### src/verilog/ctl_map.svh
// register map and field constants for the channel two level configuration bank
`ifndef CTL_MAP_SVH
`define CTL_MAP_SVH
`define CTL_ADDR_GAIN       8'h42
`define CTL_ADDR_VOL        8'h43
`define CTL_ADDR_TRIM       8'h44
`define CTL_ADDR_PHASE      8'h45
`define CTL_RST_GAIN        8'h00
`define CTL_RST_VOL         8'hc9
`define CTL_RST_TRIM        8'h80
`define CTL_RST_PHASE       8'h00
`define CTL_GAIN_MAX        6'h2a
`define CTL_VOL_MUTE        8'h00
`define CTL_GAIN_WMASK      8'hfe
`define CTL_TRIM_WMASK      8'hf0
`endif

### src/verilog/ctl_pkg.sv
// types for the channel two level configuration bank
`default_nettype none
package ctl_pkg;
    typedef struct packed {
        logic       wr;
        logic       rd;
        logic [7:0] addr;
        logic [7:0] wdata;
    } ctl_req_s;

    typedef struct packed {
        logic [5:0] gain;
        logic [7:0] vol;
        logic       mute;
        logic [3:0] trim;
        logic [7:0] phase;
    } ctl_cfg_s;
endpackage : ctl_pkg
`default_nettype wire

### src/verilog/ctl_bank.sv
// channel two level configuration register bank
// Contract
// - The gain register holds a six-bit analog gain code in bits 7..2, code n giving n dB up to 42.
// - The gain register resets to zero, giving 0 dB analog gain.
// - Gain bit 1 is writable reserved, bit 0 read-only reserved, both reset to zero.
// - The eight-bit volume code mutes the output at code zero.
// - Nonzero volume codes step 0.5 dB from -100 dB at code 1 to +27 dB at code 255.
// - The volume register resets to 0xc9, unity gain.
// - The trim register holds a four-bit gain trim code in bits 7..4, -0.8 dB to +0.7 dB.
// - The trim register resets to 0x80, no offset.
// - Trim bits 3..0 are reserved, read-only and read zero.
// - The phase register holds an eight-bit delay of n modulator clocks.
`timescale 1ns/100ps
`default_nettype none
`include "ctl_map.svh"
module ctl_bank (
    input  wire logic              clk_sys_in,
    input  wire logic              rst_n_in,
    input  wire ctl_pkg::ctl_req_s req_in,
    input  wire logic              sample_tick_in,
    output logic [7:0]             rdata_out,
    output logic                   rvalid_out,
    output logic                   hit_out,
    output ctl_pkg::ctl_cfg_s      active_out
);
    import ctl_pkg::*;

    logic [7:0] gain_q;
    logic [7:0] vol_q;
    logic [7:0] trim_q;
    logic [7:0] phase_q;
    ctl_cfg_s   shadow;

    function automatic logic is_ours(input logic [7:0] a);
        is_ours = (a == `CTL_ADDR_GAIN) || (a == `CTL_ADDR_VOL) ||
                  (a == `CTL_ADDR_TRIM) || (a == `CTL_ADDR_PHASE);
    endfunction : is_ours

    // =====================================================
    // register writes
    // read-only reserved bits masked so they cannot be set by mistake
    always_ff @(posedge clk_sys_in or negedge rst_n_in) begin
        if (!rst_n_in) begin
            gain_q  <= `CTL_RST_GAIN;
            vol_q   <= `CTL_RST_VOL;
            trim_q  <= `CTL_RST_TRIM;
            phase_q <= `CTL_RST_PHASE;
        end else if (req_in.wr) begin
            if (req_in.addr == `CTL_ADDR_GAIN) begin
                gain_q <= req_in.wdata & `CTL_GAIN_WMASK;
            end
            if (req_in.addr == `CTL_ADDR_VOL) begin
                vol_q <= req_in.wdata;
            end
            if (req_in.addr == `CTL_ADDR_TRIM) begin
                trim_q <= req_in.wdata & `CTL_TRIM_WMASK;
            end
            if (req_in.addr == `CTL_ADDR_PHASE) begin
                phase_q <= req_in.wdata;
            end
        end
    end

    // =====================================================
    // read path
    always_ff @(posedge clk_sys_in or negedge rst_n_in) begin
        if (!rst_n_in) begin
            rdata_out  <= 8'h00;
            rvalid_out <= 1'b0;
            hit_out    <= 1'b0;
        end else begin
            rvalid_out <= req_in.rd;
            hit_out    <= req_in.rd && is_ours(req_in.addr);
            unique case (req_in.addr)
                `CTL_ADDR_GAIN:  rdata_out <= gain_q;
                `CTL_ADDR_VOL:   rdata_out <= vol_q;
                `CTL_ADDR_TRIM:  rdata_out <= trim_q;
                `CTL_ADDR_PHASE: rdata_out <= phase_q;
                default:         rdata_out <= 8'h00;
            endcase
        end
    end

    // =====================================================
    // decoded settings; reserved gain codes pass through unchanged
    always_comb begin
        shadow.gain  = gain_q[7:2];
        shadow.vol   = vol_q;
        shadow.mute  = (vol_q == `CTL_VOL_MUTE);
        shadow.trim  = trim_q[7:4];
        shadow.phase = phase_q;
    end

    ctl_cfg_apply u_apply (
        .clk_sys_in     (clk_sys_in),
        .rst_n_in       (rst_n_in),
        .sample_tick_in (sample_tick_in),
        .shadow_in      (shadow),
        .active_out     (active_out)
    );

    // =====================================================
    // check helpers
    // marks the first edge after reset, where reset values must still show
    logic init_q;

    always_ff @(posedge clk_sys_in or negedge rst_n_in) begin
        if (!rst_n_in) begin
            init_q <= 1'b0;
        end else begin
            init_q <= 1'b1;
        end
    end
endmodule : ctl_bank
`default_nettype wire

### src/verilog/ctl_cfg_apply.sv
// sample-boundary transfer of the channel settings into the signal path
`timescale 1ns/100ps
`default_nettype none
`include "ctl_map.svh"
module ctl_cfg_apply (
    input  wire logic              clk_sys_in,
    input  wire logic              rst_n_in,
    input  wire logic              sample_tick_in,
    input  wire ctl_pkg::ctl_cfg_s shadow_in,
    output var  ctl_pkg::ctl_cfg_s active_out
);
    import ctl_pkg::*;

    // =====================================================
    // active copy
    // whole set moves at once so no sample sees a mix
    always_ff @(posedge clk_sys_in or negedge rst_n_in) begin
        if (!rst_n_in) begin
            active_out.gain  <= 6'(`CTL_RST_GAIN >> 2);
            active_out.vol   <= `CTL_RST_VOL;
            active_out.mute  <= 1'b0;
            active_out.trim  <= 4'(`CTL_RST_TRIM >> 4);
            active_out.phase <= `CTL_RST_PHASE;
        end else if (sample_tick_in) begin
            active_out <= shadow_in;
        end
    end
endmodule : ctl_cfg_apply
`default_nettype wire

### config.mk
export PLATFORM = sky130hd
export DESIGN_NAME = ctl_bank
export DESIGN_NICKNAME = d
export VERILOG_FILES = /design/src/verilog/ctl_pkg.sv /design/src/verilog/ctl_bank.sv /design/src/verilog/ctl_cfg_apply.sv
export VERILOG_INCLUDE_DIRS = /design/src /design/src/verilog
export SDC_FILE = /design/constraint.sdc
export NUM_CORES = 1
export LEC_CHECK = 0
export BUFFER_PORTS_ARGS = -buffer_cell sky130_fd_sc_hd__buf_2
export CAP_MARGIN = 20
export CELL_PAD_IN_SITES_DETAIL_PLACEMENT = 1
export CELL_PAD_IN_SITES_GLOBAL_PLACEMENT = 2
export CORE_ASPECT_RATIO = 0.8
export CORE_MARGIN = 3
export CORE_UTILIZATION = 38
export DETAILED_ROUTE_END_ITERATION = 16
export GPL_TIMING_DRIVEN = 0
export PLACE_DENSITY_LB_ADDON = 0.1
export SLEW_MARGIN = 20
export SYNTH_ARGS = -nofsm -noshare
export SYNTH_HDL_FRONTEND = slang
export SYNTH_HIERARCHICAL = 1
export SYNTH_SLANG_ARGS = --single-unit
export TNS_END_PERCENT = 30
### constraint.sdc
create_clock -name clk_sys_in -period 1.3 [get_ports clk_sys_in]
set_input_delay 0.26 -clock clk_sys_in [delete_from_list [all_inputs] [get_ports clk_sys_in]]
set_output_delay 0.26 -clock clk_sys_in [all_outputs]
set_load 0.01 [all_outputs]
* Word level (Yosys, flattened, before mapping) *
Cells that the tools add are included.
W data, S select, Z words.

cells by class
  $add $sub $neg = 0
  $mul = 0
  divide/modulo/power cells = 0
  magnitude comparators = 0
  eq/ne operators = 4
  shift operators = 0
  multiplexer cells = 1
  bitwise gates (word level) = 0
  reduce and logical (&&, ||, !) cells = 9

operators by type and width
  cell                  count
  $eq A8 B7 Y1 const B  4
  $pmux W8 S4           1
  $logic_not A8 Y1      1
  $reduce_and A2 Y1     4
  $logic_or A1 B1 Y1    3
  $logic_and A1 B1 Y1   1

storage, ports and cells
  register bits = 64
  latch bits = 0
  memory bits (writable) = 0
  ROM bits = 0
  bits of input ports = 21
  memories kept = 0

* Depth between registers and ports, before layout *
  depth in word-level cells = 5
  mapped depth = 5
  gate-level depth less buffers = 4

* Hierarchy *
Netlist, hierarchy kept.

modules (own cells, without submodules)
  module         instances  cells each  area each (sq um)  sequential area each (sq um)
  ctl_bank       1          119         1670.4             932.1
  ctl_cfg_apply  1          57          1112.3             681.9

* Worst setup path after synthesis *
Ideal clock, no wire load.

  path kind = input port to flip-flop
  start point = in req_in[8] (netlist bit)
  end point = reg gain_q[1]
  library setup time = 125 ps
  data arrival time = 1246 ps
  required time = 1175 ps
  slack = -71 ps
  stages on the path = 4
  path through = buf_2 -> nor3b_4 -> nand4_4 -> mux2_2

between the ends
  longest elaborated chain between the ends = 2

RTL lines
  item                         RTL line        text
  start, declared              ctl_bank.sv:19  input wire ctl_pkg::ctl_req_s req_in,
  $eq A8 B7 Y1                 --
  $reduce_and A2 Y1 (no line)  --
  end signal, assigned         ctl_bank.sv:44  gain_q <= `CTL_RST_GAIN;
  end signal, assigned         ctl_bank.sv:50  gain_q <= req_in.wdata & `CTL_GAIN_WMASK;
  end, declared                ctl_bank.sv:28  logic [7:0] gain_q;

Every way passes these cells.
A chain may end at the register's enable or synchronous reset.

* Final worst setup path *
  start point = in req_in[12] (netlist bit)
  end point = reg vol_q[1]

between the ends
  longest elaborated chain between the ends = 2

RTL lines
  item                         RTL line        text
  $eq A8 B7 Y1                 --
  $reduce_and A2 Y1 (no line)  --
  end signal, assigned         ctl_bank.sv:45  vol_q <= `CTL_RST_VOL;
  end signal, assigned         ctl_bank.sv:53  vol_q <= req_in.wdata;
  end, declared                ctl_bank.sv:29  logic [7:0] vol_q;

Every way passes these cells.

==> qor.txt <==
Top-Level Pins = 58
Max Slew Vio Count = 0
CTS max path bufs = 2
failing checks = negative setup slack
chip width = 101.7 um
clk_skew = 0.006063 ns
Slowest Stage Delay on Critical Path = 0.40 ns
average wire per standard cell = 19.08 um
die height = 82.54 um
global-route wire length before repair = 9.942 mm
core area = 6993 um2
final hold vios = 0
RSZ-0062 raised after global routing = yes
via density per instance = 5.072
syn nets = 197
Hold Path Class = input pin to asynchronous set/reset pin
WP buf/inv = 1
Slew HR = 0.4672
Final WS setup = -0.03716 ns
initial DRC count = 35
post-synthesis average cell area = 15.81 um2
maximum clock rate = 0.7479 GHz
Post-Place Cells = 317
Static Leak = 1.714 nW
clock sink count = 64
clock period minus worst slack = 1.337 ns
layout cells sized above 1 = 0.6113
sequential cell area fraction in the yosys report = 0.5800
Max FO, Critical Path = 8
startpoint types = input pin
synth warn = 6
antenna violations before repair = 0
CTS tree = built
Netlist cell types = 31
diode count = 0
total CTS buffers = 9
# port buffers = 54
# rows = 27
Critical Path RT = 1.53 ns
Root Driver = clkbuf_8
Clock transition at path regs = 0.07 ns
status = finished, violations left
Crit path max-delay family = simple AND/OR/NAND/NOR gates
pre-CTS worst setup slack = -0.4717 ns
hold buffers post-CTS = 0
synthesized area = 2783 um2
setup total negative slack = -0.1573 ns
Max-Cap Viols = 0
Critical Path AT = 1.57 ns
worst slew pin tran = 0.7992 ns
cells along the critical path = buf_2 -> nor4_4 -> nand4_2 -> mux2_2
Remaining DRCs = 0
DR vias = 1,694
GRT overflow = 0
Seq cells post-synth = 64
total global-route track usage = 0.1626
DIE AREA = 8392 um2
Period Utilization, post-route = 1.029
Setup crit end kind = flip-flop
Layout Nets = 263
WS Path Type = input pin to flip-flop
Final Core Density = 0.4840
Initial Utilization = 0.3979
DP HPWL = 4.570 mm
WL final = 6.374 mm
Final ANT Viol Nets = 0
DR pass1 iterations = 3
Routability Congestion = 0.7636
largest net degree at the start of global routing = 65
final number of setup-violating endpoints = 8
Post-Layout Cell Count = 334
vias in the first global route = 1,784
worst skew pair latency = 0.34 ns
area delta synth->final = 21.63%
CTS H-tree lvls = 3
pwr/cell area = 1207 nW/um2
CP max-delay cell = nor4_4
Filler cells = 718
VDD IR-drop max = 0.4913 mV
Post-Synthesis Cells = 176
per-layer routing:
layer / GRT usage / up-vias / part of all wire
met5: 0 / - / 0
met2: 0.2546 / 39 / 0.47
li1: - / 787 / -
met3: 0.04450 / 10 / 0.044
met4: 0.06375 / 0 / 0.016
met1: 0.2153 / 858 / 0.47
placed cells by master, fill, tap and decap left out, drive strengths merged, types with 2 or more instances in the layout:
master    count
a22oi         2
buf          62
clkbuf       11
clkinv        2
clkinvlp      3
dfrtp        54
dfstp        10
inv           6
mux2         56
mux2i         2
nand2         2
nand3         4
nand4        11
nor2          2
nor2b         2
nor3b         2
o211ai        3
o21ai         2
o221ai        2
o2bb2ai       2
logic make-up after synthesis:
family,count (synthesis),share of synthesized area
AND/OR/NAND/NOR,30,0.09173
multiplexers,58,0.2608
AO/OA/AOI/OAI,11,0.02968
flip-flops,64,0.5800
buffers and inverters,13,0.03777
sequential cells by signal, summed over array words and instances (netlist names):
register,count
trim_q,4
gain_q,7
phase_q,8
u_apply/active_out,27
rvalid_out,1
rdata_out,8
vol_q,8
hit_out,1
final timing paths:
kind | startpoint | endpoint | slack (ns) | cells past startpoint
max in group asynchronous | rst_n_in | phase_q[7] | 0.77 | 1
worst min-delay path | rst_n_in | u_apply/active_out[15] | 0.005 | 1
worst max-delay path | req_in[12] | vol_q[1] | -0.04 | 4
worst max register to register | vol_q[5] | u_apply/active_out[12] | 0.09 | 3
min in group clk_sys_in | req_in[16] | rvalid_out | 0.05 | 1
worst min register to register | u_apply/active_out[3] | u_apply/active_out[3] | 0.51 | 1
where the power goes:
group | internal, mW | switching, mW | leakage (nW)
Clock | 0.736 | 0.756 | 0.0813
Combinational | 0.212 | 0.219 | 0.788
Sequential | 2.10 | 0.0640 | 0.844
Total | 3.05 | 1.04 | 1.71
what timing repair did:
action / CTS / global route
cloned: 0 / 0
endpoints found under the hold margin: 0 / 0
setup endpoints to repair: 25 / 31
buffers inserted: 0 / 1
resized for setup: 4 / 4
pin swaps: 4 / 1
synthesized netlist by cell type:
master | number | area, um2
nand4_1 | 7 | 43.79
nor4b_1 | 1 | 8.760
o2bb2ai_1 | 2 | 17.52
buf_12 | 2 | 40.04
nor2b_1 | 2 | 12.51
o221ai_1 | 2 | 17.52
o21ai_0 | 2 | 10.01
nand3_1 | 4 | 20.02
and2b_1 | 1 | 7.510
dfrtp_1 | 54 | 1351
nor2_1 | 2 | 7.510
nor3b_1 | 1 | 7.510
nand4_2 | 2 | 25.02
a22oi_1 | 2 | 15.01
nor4_4 | 1 | 21.27
buf_2 | 1 | 5.000
nor4bb_1 | 1 | 10.01
mux2_4 | 20 | 300.3
nand4_4 | 2 | 42.54
nand2_1 | 2 | 7.510
nor3b_4 | 1 | 18.77
and2_1 | 1 | 6.260
mux2i_1 | 2 | 20.02
buf_4 | 2 | 15.01
dfstp_2 | 10 | 262.8
o211ai_1 | 3 | 22.52
or4_1 | 1 | 7.510
buf_6 | 2 | 22.52
mux2_2 | 36 | 405.4
inv_1 | 6 | 22.52
and4_1 | 1 | 8.760
through the flow:
stage          area, um2  total power, mW  hold slack, ns
2_1_floorplan       2785            2.427        -0.03559
3_3_place_gp        3164            2.612          0.3967
3_5_place_dp        3167            2.633          0.4052
4_1_cts             3353            4.155         0.02110
5_1_grt             3385            4.283         0.03636
6_report            3385            4.087        0.004685
area by class of cell:
class / count / area, um2 / area share
Sequential cell: 64 / 1614 / 0.4769
Multi-Input combinational cell: 99 / 1085 / 0.3205
Timing Repair Buffer: 55 / 295.3 / 0.08725
Clock buffer: 11 / 141.4 / 0.04177
Tap cell: 87 / 108.9 / 0.03216
Buffer: 7 / 85.08 / 0.02514
Clock inverter: 5 / 32.53 / 0.009612
Inverter: 6 / 22.52 / 0.006654
Note: power is estimated with default switching activity, not from simulation.
